`config.mk`:
```
export PLATFORM = sky130hd
export DESIGN_NAME = flp_lock_otp
export DESIGN_NICKNAME = d
export VERILOG_FILES = /design/src/design/flp_pkg.sv /design/src/design/flp_mem.sv /design/src/design/flp_lock_otp.sv
export SDC_FILE = /design/constraint.sdc
export NUM_CORES = 1
export LEC_CHECK = 0
export ABC_CLOCK_PERIOD_IN_PS = 3500
export BUFFER_PORTS_ARGS = -buffer_cell sky130_fd_sc_hd__buf_2
export CORE_ASPECT_RATIO = 0.75
export CORE_UTILIZATION = 58
export CTS_CLUSTER_DIAMETER = 150
export DETAILED_ROUTE_END_ITERATION = 16
export GPL_TIMING_DRIVEN = 0
export HOLD_SLACK_MARGIN = 0.12
export PLACE_DENSITY_LB_ADDON = 0.2
export SYNTH_ARGS = -nofsm -noshare
export SYNTH_HDL_FRONTEND = slang
export SYNTH_SLANG_ARGS = --single-unit
```
`constraint.sdc`:
```
create_clock -name i_ref_clk -period 3.5 [get_ports i_ref_clk]
set_input_delay 0.7 -clock i_ref_clk [delete_from_list [all_inputs] [get_ports i_ref_clk]]
set_output_delay 0.7 -clock i_ref_clk [all_outputs]
set_load 0.02 [all_outputs]
```
`src/design/flp_pkg.sv`:
```
// Shared constants and carrier types for the flash lock and security-register block.
// Assumes a 20 MHz reference clock that oversamples the SPI pins.
package flp_pkg;

  // ----------------------------------------------------------------
  // Timing
  // ----------------------------------------------------------------
  localparam int CLK_PERIOD_NS      = 50;
  localparam int OTP_PROG_TIME_NS   = 500000;   // Plain default, no figure given
  localparam int OTP_PROG_CYCLES    = (OTP_PROG_TIME_NS / CLK_PERIOD_NS < 1) ? 1
                                      : OTP_PROG_TIME_NS / CLK_PERIOD_NS;

  // ----------------------------------------------------------------
  // Opcodes and frame layout
  // ----------------------------------------------------------------
  localparam logic [7:0] OP_OTP_PROG  = 8'h9B;
  localparam logic [7:0] OP_WR_ENABLE = 8'h06;
  localparam logic [2:0] BYTES_HEADER = 3'h4;   // Opcode plus three address bytes
  localparam logic [2:0] BYTES_OPCODE = 3'h1;

  // ----------------------------------------------------------------
  // Security register geometry
  // ----------------------------------------------------------------
  localparam int USER_BYTES = 64;
  localparam int OTP_BYTES  = 128;
  localparam int BUF_BYTES  = 256;
  localparam logic [7:0] ERASED_BYTE  = 8'hFF;
  localparam logic [7:0] FACTORY_SEED = 8'h5A;  // Arbitrary value

  // ----------------------------------------------------------------
  // Status write fields and reset values
  // ----------------------------------------------------------------
  localparam int LOCK_BIT_POS = 7;
  localparam int GLB_HI_POS   = 5;
  localparam int GLB_LO_POS   = 2;
  localparam logic [3:0] GLB_UNPROTECT = 4'h0;
  localparam logic [3:0] GLB_PROTECT   = 4'hF;
  localparam logic LOCK_RST   = 1'b0;
  localparam logic WEL_RST    = 1'b0;
  localparam logic SECT_RST   = 1'b1;
  localparam logic [1:0] SWP_NONE = 2'h0;
  localparam logic [1:0] SWP_SOME = 2'h1;
  localparam logic [1:0] SWP_ALL  = 2'h3;

  typedef struct packed {
    logic cs_n;
    logic sck;
    logic si;
  } flp_spi_s;

  typedef struct packed {
    logic       lock;
    logic       seq_mode;
    logic       prog_err;
    logic       wp_pin;
    logic [1:0] swp;
    logic       write_enable_latch;
    logic       busy;
  } flp_status_s;

endpackage

```
`src/design/flp_mem.sv`:
```
// Simple dual-port byte memory with registered read data.
// Assumes write and read share one clock; the array itself has no reset.
`timescale 1ns/100ps
`default_nettype none
module flp_mem #(
  parameter int WIDTH = 8,
  parameter int DEPTH = 256
) (
  input  wire logic                     i_clk,    // Clock
  input  wire logic                     i_we,     // Write strobe
  input  wire logic [$clog2(DEPTH)-1:0] i_waddr,  // Write address
  input  wire logic [WIDTH-1:0]         i_wdata,  // Write data
  input  wire logic [$clog2(DEPTH)-1:0] i_raddr,  // Read address
  output logic      [WIDTH-1:0]         o_rdata   // Read data, one cycle later
);

  logic [WIDTH-1:0] mem_r [DEPTH];

  always_ff @(posedge i_clk)
  begin
    if (i_we)
    begin
      mem_r[i_waddr] <= i_wdata;
    end
  end

  always_ff @(posedge i_clk)
  begin
    o_rdata <= mem_r[i_raddr];
  end

endmodule // flp_mem
`default_nettype wire

```
`src/design/flp_lock_otp.sv`:
```
// Sector-protection locking and one-time security register programming.
// Assumes SPI pins and the write-protect pin are asynchronous to i_ref_clk,
// and that the status write and sector strobes come from same-clock decode logic.
`timescale 1ns/100ps
`default_nettype none

// What this block does
// - Hardware lock: pin low and lock set
// - Hardware lock ignores protect and status writes
// - Clearing lock skips same-write global operation
// - Pin low: lock clears only by reset
// - Pin high: lock may still be set
// - Setting lock also applies global operation
// - Sector protected when its register is one
// - Software lock: may clear, no changes
// - 128 bytes: 64 user, 64 fixed
// - No erase, whole area, program once per reset
// - Opcode, three address bytes, then data
// - Only six low address bits used
// - Wrap past end; unsent bytes stay erased
// - Over 64 bytes keeps last 64
// - Chip select rise starts timed program
// - Abort on short or misaligned frame
// - Aborts clear the write enable latch
// - Status stays readable, shows busy
// - Write enable clears before program completes
// - Command reuses shared 256-byte page buffer
// - Lock bit clears on reset
// - Status bit zero shows busy
// - Status bit one shows write enable
module flp_lock_otp #(
  parameter int SECTORS     = 8,
  parameter int PROG_CYCLES = flp_pkg::OTP_PROG_CYCLES
) (
  input  wire logic                           i_ref_clk,     // 20 MHz reference clock
  input  wire logic                           i_rstn,        // Async reset, active low
  input  wire flp_pkg::flp_spi_s              i_spi,         // SPI chip select, clock, data in
  input  wire logic                           i_wp_n,        // Write-protect pin, active low
  input  wire logic                           i_wrsr_stb,    // Status write strobe
  input  wire logic [7:0]                     i_wrsr_data,   // Status write data byte
  input  wire logic                           i_psec_stb,    // Protect-sector strobe
  input  wire logic                           i_usec_stb,    // Unprotect-sector strobe
  input  wire logic [$clog2(SECTORS)-1:0]     i_sec_idx,     // Sector for the strobes
  input  wire logic                           i_wel_clr,     // Clear write enable from other commands
  input  wire logic [6:0]                     i_otp_addr,    // Security register read address
  output flp_pkg::flp_status_s                o_status,      // Status byte
  output logic      [SECTORS-1:0]             o_sector_prot, // Sector protection registers
  output logic                                o_hw_locked,   // Hardware locking active
  output logic      [7:0]                     o_otp_data     // Security register read data
);

  localparam int TW = $clog2(PROG_CYCLES + 1);
  localparam logic [TW-1:0] PROG_LAST = TW'(PROG_CYCLES - 1);
  localparam logic [5:0]    IDX_LAST  = 6'(flp_pkg::USER_BYTES - 1);

  typedef enum logic [1:0] {ST_IDLE, ST_WALK, ST_HOLD} flp_prog_e;

  // ----------------------------------------------------------------
  // Pin synchronisers and edge detection
  // ----------------------------------------------------------------
  flp_pkg::flp_spi_s spi_m_r;
  flp_pkg::flp_spi_s spi_s_r;
  logic              wp_m_r;
  logic              wp_s_r;
  logic              sck_d_r;
  logic              cs_d_r;

  always_ff @(posedge i_ref_clk or negedge i_rstn)
  begin
    if (!i_rstn)
    begin
      spi_m_r <= '{cs_n: 1'b1, sck: 1'b0, si: 1'b0};
      spi_s_r <= '{cs_n: 1'b1, sck: 1'b0, si: 1'b0};
      wp_m_r  <= 1'b1;
      wp_s_r  <= 1'b1;
      sck_d_r <= 1'b0;
      cs_d_r  <= 1'b1;
    end
    else
    begin
      spi_m_r <= i_spi;
      spi_s_r <= spi_m_r;
      wp_m_r  <= i_wp_n;
      wp_s_r  <= wp_m_r;
      sck_d_r <= spi_s_r.sck;
      cs_d_r  <= spi_s_r.cs_n;
    end
  end

  logic sck_rise;
  logic cs_fall;
  logic cs_rise;
  assign sck_rise = spi_s_r.sck & ~sck_d_r & ~spi_s_r.cs_n;
  assign cs_fall  = ~spi_s_r.cs_n & cs_d_r;
  assign cs_rise  = spi_s_r.cs_n & ~cs_d_r;

  // ----------------------------------------------------------------
  // Shared state
  // ----------------------------------------------------------------
  flp_prog_e        state_r;
  logic             busy;
  logic             lock_r;
  logic             wel_r;
  logic             hw_lock;
  logic             otp_done_r;
  logic [TW-1:0]    timer_r;
  logic [5:0]       walk_idx_r;
  logic             pend_r;
  logic [5:0]       wr_idx_r;

  assign busy    = (state_r != ST_IDLE);
  assign hw_lock = ~wp_s_r & lock_r;

  // ----------------------------------------------------------------
  // Frame capture
  // ----------------------------------------------------------------
  logic        frame_ok_r;
  logic [2:0]  bit_r;
  logic [2:0]  byte_cnt_r;
  logic [6:0]  shift_r;
  logic [7:0]  opcode_r;
  logic [5:0]  start_r;
  logic [5:0]  dcnt_r;
  logic        has_data_r;
  logic [63:0] mask_r;
  logic        byte_done;
  logic [7:0]  byte_val;
  logic        buf_we;
  logic [5:0]  data_idx;

  assign byte_done = sck_rise & frame_ok_r & (bit_r == 3'h7);
  assign byte_val  = {shift_r, spi_s_r.si};
  assign data_idx  = 6'(start_r + dcnt_r);
  assign buf_we    = byte_done & (byte_cnt_r == flp_pkg::BYTES_HEADER)
                   & (opcode_r == flp_pkg::OP_OTP_PROG);

  always_ff @(posedge i_ref_clk or negedge i_rstn)
  begin
    if (!i_rstn)
    begin
      frame_ok_r <= 1'b0;
      bit_r      <= 3'h0;
      byte_cnt_r <= 3'h0;
      shift_r    <= 7'h00;
      opcode_r   <= 8'h00;
      start_r    <= 6'h00;
      dcnt_r     <= 6'h00;
      has_data_r <= 1'b0;
      mask_r     <= 64'h0000_0000_0000_0000;
    end
    else if (cs_fall)
    begin
      // Frames opened during a program cycle are ignored whole
      frame_ok_r <= ~busy;
      bit_r      <= 3'h0;
      byte_cnt_r <= 3'h0;
      dcnt_r     <= 6'h00;
      has_data_r <= 1'b0;
      if (!busy)
      begin
        mask_r <= 64'h0000_0000_0000_0000;
      end
    end
    else if (sck_rise && frame_ok_r)
    begin
      shift_r <= byte_val[6:0];
      bit_r   <= 3'(bit_r + 3'h1);
      if (bit_r == 3'h7)
      begin
        if (byte_cnt_r != flp_pkg::BYTES_HEADER)
        begin
          byte_cnt_r <= 3'(byte_cnt_r + 3'h1);
        end
        if (byte_cnt_r == 3'h0)
        begin
          opcode_r <= byte_val;
        end
        if (byte_cnt_r == 3'h3)
        begin
          start_r <= byte_val[5:0];
        end
        if (buf_we)
        begin
          dcnt_r           <= 6'(dcnt_r + 6'h01);
          has_data_r       <= 1'b1;
          mask_r[data_idx] <= 1'b1;
        end
      end
    end
  end

  // ----------------------------------------------------------------
  // End-of-frame decisions
  // ----------------------------------------------------------------
  logic frame_end;
  logic is_otp;
  logic aligned;
  logic wren_ok;
  logic prog_start;
  logic prog_abort;

  assign frame_end  = cs_rise & frame_ok_r & ~busy;
  assign is_otp     = (byte_cnt_r >= flp_pkg::BYTES_OPCODE) & (opcode_r == flp_pkg::OP_OTP_PROG);
  assign aligned    = (bit_r == 3'h0) & has_data_r;
  assign wren_ok    = frame_end & (byte_cnt_r == flp_pkg::BYTES_OPCODE) & (bit_r == 3'h0)
                    & (opcode_r == flp_pkg::OP_WR_ENABLE);
  // Without write enable the command is simply not acted on
  assign prog_start = frame_end & is_otp & wel_r & aligned & ~otp_done_r;
  assign prog_abort = frame_end & is_otp & wel_r & (~aligned | otp_done_r);

  always_ff @(posedge i_ref_clk or negedge i_rstn)
  begin
    if (!i_rstn)
    begin
      wel_r <= flp_pkg::WEL_RST;
    end
    else if (prog_start || prog_abort || i_wel_clr)
    begin
      // Cleared at program start, well before the cycle ends
      wel_r <= 1'b0;
    end
    else if (wren_ok)
    begin
      wel_r <= 1'b1;
    end
  end

  always_ff @(posedge i_ref_clk or negedge i_rstn)
  begin
    if (!i_rstn)
    begin
      otp_done_r <= 1'b0;
    end
    else if (prog_start)
    begin
      otp_done_r <= 1'b1;
    end
  end

  // ----------------------------------------------------------------
  // Self-timed program of the user area
  // ----------------------------------------------------------------
  always_ff @(posedge i_ref_clk or negedge i_rstn)
  begin
    if (!i_rstn)
    begin
      state_r    <= ST_IDLE;
      timer_r    <= '0;
      walk_idx_r <= 6'h00;
      pend_r     <= 1'b0;
      wr_idx_r   <= 6'h00;
    end
    else
    begin
      pend_r   <= (state_r == ST_WALK);
      wr_idx_r <= walk_idx_r;
      case (state_r)
        ST_IDLE:
        begin
          timer_r    <= '0;
          walk_idx_r <= 6'h00;
          if (prog_start)
          begin
            state_r <= ST_WALK;
          end
        end
        ST_WALK:
        begin
          timer_r    <= TW'(timer_r + 1'b1);
          walk_idx_r <= 6'(walk_idx_r + 6'h01);
          if (walk_idx_r == IDX_LAST)
          begin
            state_r <= ST_HOLD;
          end
        end
        ST_HOLD:
        begin
          timer_r <= TW'(timer_r + 1'b1);
          if (timer_r >= PROG_LAST)
          begin
            state_r <= ST_IDLE;
          end
        end
        default:
        begin
          state_r <= ST_IDLE;
        end
      endcase
    end
  end

  // ----------------------------------------------------------------
  // Page buffer and security register storage
  // ----------------------------------------------------------------
  logic [7:0] buf_rdata;
  logic [7:0] otp_rdata;
  logic [7:0] otp_wdata;

  // Buffer is the shared page buffer, so earlier page data is lost
  flp_mem #(
    .WIDTH (8),
    .DEPTH (flp_pkg::BUF_BYTES)
  ) u_page_buf (
    .i_clk   (i_ref_clk),
    .i_we    (buf_we),
    .i_waddr ({2'b00, data_idx}),
    .i_wdata (byte_val),
    .i_raddr ({2'b00, walk_idx_r}),
    .o_rdata (buf_rdata)
  );

  // Locations without data are written erased, same as never touched
  assign otp_wdata = mask_r[wr_idx_r] ? buf_rdata : flp_pkg::ERASED_BYTE;

  flp_mem #(
    .WIDTH (8),
    .DEPTH (flp_pkg::USER_BYTES)
  ) u_otp_user (
    .i_clk   (i_ref_clk),
    .i_we    (pend_r),
    .i_waddr (wr_idx_r),
    .i_wdata (otp_wdata),
    .i_raddr (i_otp_addr[5:0]),
    .o_rdata (otp_rdata)
  );

  logic [6:0] otp_addr_d_r;

  always_ff @(posedge i_ref_clk or negedge i_rstn)
  begin
    if (!i_rstn)
    begin
      otp_addr_d_r <= 7'h00;
      o_otp_data   <= flp_pkg::ERASED_BYTE;
    end
    else
    begin
      otp_addr_d_r <= i_otp_addr;
      if (otp_addr_d_r[6])
      begin
        // Fixed upper half has no write path at all
        o_otp_data <= flp_pkg::FACTORY_SEED ^ {1'b0, otp_addr_d_r};
      end
      else if (otp_done_r && !busy)
      begin
        o_otp_data <= otp_rdata;
      end
      else
      begin
        o_otp_data <= flp_pkg::ERASED_BYTE;
      end
    end
  end

  // ----------------------------------------------------------------
  // Lock bit and sector protection registers
  // ----------------------------------------------------------------
  logic       wrsr_ok;
  logic [3:0] glb_code;
  logic       glb_prot;
  logic       glb_unprot;
  logic       sec_ok;

  assign wrsr_ok    = i_wrsr_stb & ~hw_lock & ~busy;
  assign glb_code   = i_wrsr_data[flp_pkg::GLB_HI_POS:flp_pkg::GLB_LO_POS];
  // Globals only while unlocked; a clearing write leaves sectors alone
  assign glb_prot   = wrsr_ok & ~lock_r & (glb_code == flp_pkg::GLB_PROTECT);
  assign glb_unprot = wrsr_ok & ~lock_r & (glb_code == flp_pkg::GLB_UNPROTECT);
  assign sec_ok     = ~lock_r & ~busy;

  always_ff @(posedge i_ref_clk or negedge i_rstn)
  begin
    if (!i_rstn)
    begin
      lock_r <= flp_pkg::LOCK_RST;
    end
    else if (wrsr_ok)
    begin
      lock_r <= i_wrsr_data[flp_pkg::LOCK_BIT_POS];
    end
  end

  genvar g;
  generate
    for (g = 0; g < SECTORS; g++)
    begin : g_sector
      always_ff @(posedge i_ref_clk or negedge i_rstn)
      begin
        if (!i_rstn)
        begin
          o_sector_prot[g] <= flp_pkg::SECT_RST;
        end
        else if (glb_prot)
        begin
          o_sector_prot[g] <= 1'b1;
        end
        else if (glb_unprot)
        begin
          o_sector_prot[g] <= 1'b0;
        end
        else if (sec_ok && i_psec_stb && (i_sec_idx == g))
        begin
          o_sector_prot[g] <= 1'b1;
        end
        else if (sec_ok && i_usec_stb && (i_sec_idx == g))
        begin
          o_sector_prot[g] <= 1'b0;
        end
      end
    end
  endgenerate

  // ----------------------------------------------------------------
  // Status outputs
  // ----------------------------------------------------------------
  logic [1:0] swp;

  always_comb
  begin
    if (&o_sector_prot)
    begin
      swp = flp_pkg::SWP_ALL;
    end
    else if (|o_sector_prot)
    begin
      swp = flp_pkg::SWP_SOME;
    end
    else
    begin
      swp = flp_pkg::SWP_NONE;
    end
  end

  always_ff @(posedge i_ref_clk or negedge i_rstn)
  begin
    if (!i_rstn)
    begin
      o_status    <= '0;
      o_hw_locked <= 1'b0;
    end
    else
    begin
      o_status.lock     <= lock_r;
      o_status.seq_mode <= 1'b0;
      o_status.prog_err <= 1'b0;
      o_status.wp_pin   <= wp_s_r;
      o_status.swp      <= swp;
      o_status.write_enable_latch      <= wel_r;
      o_status.busy     <= busy;
      o_hw_locked       <= hw_lock;
    end
  end

endmodule // flp_lock_otp
`default_nettype wire

```
==> impl_metrics.yaml, run 1 <==
flow_run:
  cap_violations: 0
synthesis:
  synthFlopType: "edfxtp_1"
  synth-edff-count: 1024
  synth_area_leaders: "edfxtp_1 65%, mux4_2 14%, dfrtp_1 7.9%"
  synthMostInstantiatedCell: "edfxtp_1"
  synth_common_cells: "1024 x edfxtp_1, 296 x mux4_2, 193 x nor2_1, 150 x dfrtp_1, 140 x nand2_1"
  synthDominantCellAreaShare_pct: 64.6
  yosysWarnings: 0
  ys_seq_area_share_pct: 74.3
  async_flop_share_pct: 14.1
  yosysTopAreaCell: "edfxtp_1"
  yosysUniqueCellTypes: 63
  netlist_area_sq_um: 47600
  syn_area_per_cell_sq_um: 19.1
  synth-seq-cells: 1211
  syn_inst: 2490
placement:
  io_buffers: 47
  place_congestion: 0.959
  dp_worst_setup_slack_ns: -0.602
  hpwlAfterDp_microns: 74600
power_and_ir_drop:
  p_int_mw: 23.3
  ir_drop_v: 0.000421
  power_leakage_nw: 19.2
  p_sw_share_pct: 20.4
  p_per_area_nw_per_um2: 544
  power.total_mw: 29.3
  comb_power_share_pct: 2.7
  p_clk_share_pct: 42.9
  p_sw_mw: 5.98
  seqPwrFrac_pct: 54.4
clocking:
  cts_sinks: 1211
  h-tree-depth: 3
  cts_tree: "built"
  clkSlewWorstSetupHoldPaths_ns: 0.06
  clk_latency_ns: 0.71
  cts_buffer_depth: 3
  root_buffer: "clkbuf_16"
  numCtsBuffers: 111
sta:
  drv_slew: 0
  tightest_slew_ns: 1.26
  slew_headroom_pct: 16.1
  finalHoldViolCount: 0
  period_share_pct: 97.8
  setup_viol: 0
  skew_ns: 0.0477
  hold-worst-slack_ns: 0.197
  min_period_ns: 3.42
  fmax_ghz: 0.292
  fin_ws_ns: 0.0778
global_routing:
  antenna_found_initial: 5
  grt_max_degree: 111
  grt_pass1_vias: 25000
  groute.usage.overall_pct: 27.3
  grt.overflow.total: 0
  grt_first_pass_wirelength_microns: 165000
cells_and_area:
  layout.nets: 2737
  area_growth_pct: 13.2
  antenna_cells: 0
  drive_above_1_share_pct: 27.0
floorplanning:
  coreArea_sq_um: 80900
  die_area_sq_um: 83200
  die_h_microns: 250
  num_rows: 90
  ios: 53
  die_w_microns: 333
  initial_core_util_pct: 58.9
critical_path:
  rr_worst_depth: 9
  worstSetupStartpointType: "flop"
  path_common_cell: "nor2_2"
  critPathMaxStageDelay_ns: 0.55
  required_ns: 3.89
  path_depth: 9
  critPathKind: "flop to flop"
  crit_fanout: 10
  cpMaxStageDelayCell: "clkbuf_2"
  worstSetupEndpointType: "flop"
  critical_path_arrival_ns: 3.81
  worstPathCellList: "ha_1 -> fa_1 -> a21oi_1 -> nor2_1 -> nor2_2 -> nor2b_1 -> a22oi_2 -> clkbuf_2 -> nor2_2"
  cp_num_buf_inv: 1
  critPathTopFamily: "simple AND/OR/NAND/NOR gates"
detailed_routing:
  wl_met3_microns: 13500
  dr_total_vias: 25100
  drt_wl_total_microns: 112000
  vias_per_cell: 6.54
  drt_iter0_drc: 3059
  drt-pass1-iter-count: 5
  wire_per_inst_microns: 29.3
  top_layer: "met5"
  met1_length_microns: 48100
  wl_met2_microns: 48800
  drc: 0
  ant_nets: 0
worst_hold_path:
  hold_class: "input pin to flop"
  whs_path_depth: 2
status:
  status: "complete, no violations"
[cell type report]
type | count | area, sq um
multi-input combinational | 1143 | 11900
buffer | 121 | 599
inverter | 18 | 67.6
clock buffer | 143 | 3060
clock inverter | 63 | 746
sequential | 1211 | 35400
tap | 1058 | 1320
fill | 5231 | 27000
timing repair buffer | 82 | 813
[flip-flops by register name, summed over array words and instances (netlist names), 7 cells and up]
register and count:
u_otp_user.mem_r 512, u_page_buf.mem_r 512, mask_r 64, timer_r 14
o_otp_data 8, o_sector_prot 8, opcode_r 8, u_otp_user.o_rdata 8
u_page_buf.o_rdata 8, otp_addr_d_r 7, shift_r 7
[logic make-up after synthesis]
kind of cell / synth area share [%]
flip-flops: 74.3
AND/OR/NAND/NOR: 4.72
multiplexers: 15.7
AO/OA/AOI/OAI: 2.82
buffers and inverters: 1.40
XOR/XNOR: 0.497
adder cells (fa/ha/maj): 0.568
other: 0.00788
[through the flow]
step | util, % | cells | instance area, sq um | setup TNS, ns
global placement | 60.8 | 3596 | 49200 | -736.12
detailed placement | 61.3 | 3613 | 49600 | -124.56
CTS | 66.3 | 3831 | 53600 | -30.79
global route | 66.7 | 3839 | 53900 | -0.184
floorplan | - | 2491 | 47600 | 0
finish | 66.7 | 3839 | 53900 | 0
[timing repair]
| item | 4_1_cts | 5_1_grt |
|---|---|---|
| cloned | 0 | 5 |
| pin swaps | 1 | 2 |
| resized for setup | 36 | 66 |
| hold endpoints to repair | 68 | 0 |
| hold buffers | 11 | 0 |
| setup endpoints to repair | 694 | 1056 |
| buffers inserted | 2 | 5 |
[placed cells by master (no fill, tap or decap), types with 15 or more instances in the layout]
cell	synthesis	layout
o21ai_0	92	92
mux4_2	296	296
dfxtp_1	16	16
nand2b_1	29	21
nor2_1	193	124
bufinv_16	0	15
mux2i_1	48	48
dfrtp_1	150	142
dfstp_2	21	21
buf_1	19	18
a21oi_1	27	27
clkinv_2	0	24
clkbuf_1	53	63
buf_4	10	16
buf_2	35	79
nand3_1	36	36
ha_1	20	19
xnor2_1	15	15
nand2_1	140	139
inv_1	17	17
nor2b_1	29	29
nor2_2	0	64
clkbuf_16	0	114
a22oi_1	25	23
mux2_2	28	28
nor3_1	24	22
edfxtp_1	1024	1024
[worst register-to-register path, cell delays in order, from the launching register on]
cell,delay (ns)
dfrtp_1,0.43
ha_1,0.24
fa_1,0.44
a21oi_1,0.18
nor2_1,0.07
nor2_2,0.30
nor2b_1,0.17
a22oi_2,0.52
clkbuf_2,0.55
nor2_2,0.24
[final timing paths]
kind / startpoint / to / slack (ns)
max: dcnt_r[0] / u_page_buf.mem_r[9][3] / 0.08
min: i_wel_clr / wel_r / 0.20
max reg2reg: dcnt_r[0] / u_page_buf.mem_r[9][3] / 0.08
min reg2reg: spi_m_r[0] / byte_val[0] / 0.35
max in group asynchronous: i_rstn / o_status[0] / 1.96
min in group asynchronous: i_rstn / mask_r[3] / 0.57
[routing by layer]
layer  up-vias  track usage (%)
met5         -                0
met4         2             5.46
met3       146             8.14
met2      1429             38.3
met1     13200             43.2
li1      10400                -
[power groups by stage]
stage	Clock [mW]	Sequential [mW]	Combinational (mW)
finish	12.6	16.0	0.783
global route	13.2	16.0	0.846
CTS	12.7	16.0	0.786
detailed placement	0	16.3	0.773
global placement	0	16.4	0.521
floorplan	0	16.3	0.291
Note: power is estimated with default switching activity, not from simulation.
==> run 2, diff against run 1 <==
- ABC_CLOCK_PERIOD_IN_PS: 3500 -> 4100
- CELL_PAD_IN_SITES_DETAIL_PLACEMENT: default -> 1
- CELL_PAD_IN_SITES_GLOBAL_PLACEMENT: default -> 2
- CORE_UTILIZATION: 58 -> 53
- clock period: 3.5 -> 4.1 ns (I/O delays scaled with it)
==> run 2 against run 1 <==
Compared with the run above:
- total power is 14% lower
- critical path depth is 1 lower
- largest cell class unchanged
- worst setup slack improved by 0.18 ns
- critical endpoint is now u_page_buf.mem_r[60][1]
- fmax fell by 11%
==> impl_metrics.yaml, run 2 (same netlist as run 1, synthesis figures left out) <==
global_routing:
  grt_pass1_vias: 25800
  grt_max_degree: 119
  groute.usage.overall_pct: 26.9
  grt.overflow.total: 0
  grt_first_pass_wirelength_microns: 176000
  antenna_found_initial: 5
floorplanning:
  die_area_sq_um: 91000
  num_rows: 94
  ios: 53
  coreArea_sq_um: 88300
  die_h_microns: 262
  initial_core_util_pct: 53.9
  die_w_microns: 348
critical_path:
  critPathKind: "flop to flop"
  worstSetupEndpointType: "flop"
  critPathMaxStageDelay_ns: 0.85
  cpMaxStageDelayCell: "nor2_1"
  required_ns: 4.41
  cp_num_buf_inv: 1
  worstPathCellList: "inv_1 -> ha_1 -> nand2_1 -> nor4_1 -> nand3_1 -> nor2_1 -> nand2_1 -> nor2_1"
  critical_path_arrival_ns: 4.15
  worstSetupStartpointType: "flop"
  crit_fanout: 8
  critPathTopFamily: "simple AND/OR/NAND/NOR gates"
detailed_routing:
  drt-pass1-iter-count: 5
  dr_total_vias: 24800
  wire_per_inst_microns: 30.2
  drc: 0
  vias_per_cell: 6.25
  ant_nets: 0
  drt_wl_total_microns: 120000
  drt_iter0_drc: 2799
sta:
  slew_headroom_pct: 23.1
  finalHoldViolCount: 0
  grt_setup_unrepaired: "no"
  min_period_ns: 3.84
  period_share_pct: 93.7
  setup_viol: 0
  hold-worst-slack_ns: 0.226
  fmax_ghz: 0.260
  skew_ns: 0.0345
  tightest_slew_ns: 1.15
  drv_slew: 0
cells_and_area:
  final_cell_mix: "1024 x edfxtp_1, 296 x mux4_2, 192 x nor2_1, 142 x dfrtp_1, 140 x nand2_1"
  drive_above_1_share_pct: 23.5
  n_fill_cell: 7510
  area_growth_pct: 12.7
  mostFrequentLayoutCell: "edfxtp_1"
  antenna_cells: 0
  largest_registers: "u_otp_user.mem_r (512), u_page_buf.mem_r (512), mask_r (64)"
  layout.nets: 2721
  regArea_sq_um: 35400
  multiInputGateArea_sq_um: 11600
clocking:
  cts_buffer_depth: 3
  numCtsBuffers: 114
  h-tree-depth: 3
  clk_latency_ns: 0.71
  post_cts_buffers: 0
  cts_sinks: 1211
  cts_tree: "built"
  clkSlewWorstSetupHoldPaths_ns: 0.06
  root_buffer: "clkbuf_16"
placement:
  io_buffers: 47
  hpwlAfterDp_microns: 82400
  place_congestion: 0.921
status:
  status: "complete, no violations"
power_and_ir_drop:
  ir_drop_v: 0.000438
  p_per_area_nw_per_um2: 469
  power.total_mw: 25.2
  power_leakage_nw: 19.0
worst_hold_path:
  hold_class: "input pin to flop"
flow_run:
  cap_violations: 0
[run 2: timing repair]
| item | 4_1_cts | 5_1_grt |
|---|---|---|
| endpoints found under the hold margin | 35 | 0 |
| resized for setup | 0 | 1 |
| endpoints found under the setup margin | 0 | 8 |
| hold buffers | 1 | 0 |
[run 2: stage by stage]
step	setup slack (ns)	utilization, %	TNS (ns)	cell area [sq um]	cells
CTS	0.293	60.7	0	53600	3973
finish	0.256	60.7	0	53600	3973
global placement	-0.750	55.9	-424.70	49300	3738
detailed placement	0.285	56.3	0	49800	3755
floorplan	0.894	-	0	47600	2491
global route	0.0472	60.7	0	53600	3973
[run 2: final timing paths]
path,endpoint,slack (ns),from,depth (start not counted)
max,u_page_buf.mem_r[60][1],0.26,byte_cnt_r[0],8
min,spi_m_r[0],0.23,i_spi[0],1
max reg2reg,u_page_buf.mem_r[60][1],0.26,byte_cnt_r[0],8
min reg2reg,spi_s_r[1],0.35,spi_m_r[1],0
max in group asynchronous,byte_val[0],2.38,i_rstn,3
min in group asynchronous,otp_addr_d_r[4],0.65,i_rstn,2
[run 2: report_power, final]
part / internal (mW) / switching [mW] / leakage (nW)
combinational: 0.214 / 0.462 / 3.91
sequential: 13.5 / 0.131 / 13.2
clock: 6.27 / 4.60 / 1.88
[run 2: layer usage]
| metal | vias up | global-route usage [%] | part of all wire (%) |
|---|---|---|---|
| li1 | 10300 | - | - |
| met1 | 13300 | 41.0 | 44 |
| met2 | 1086 | 38.8 | 44 |
| met3 | 122 | 8.32 | 10 |
| met4 | 0 | 5.08 | 1.4 |
| met5 | - | 0 | 0 |
[run 2: cell type report]
type                       count  share of cell area [%]
clock buffer                 155                    6.01
multi-input combinational   1138                    21.6
buffer                       124                    1.12
inverter                      18                   0.126
clock inverter                62                    1.22
tap                         1200                    2.80
sequential                  1211                    66.0
timing repair buffer          65                    1.17
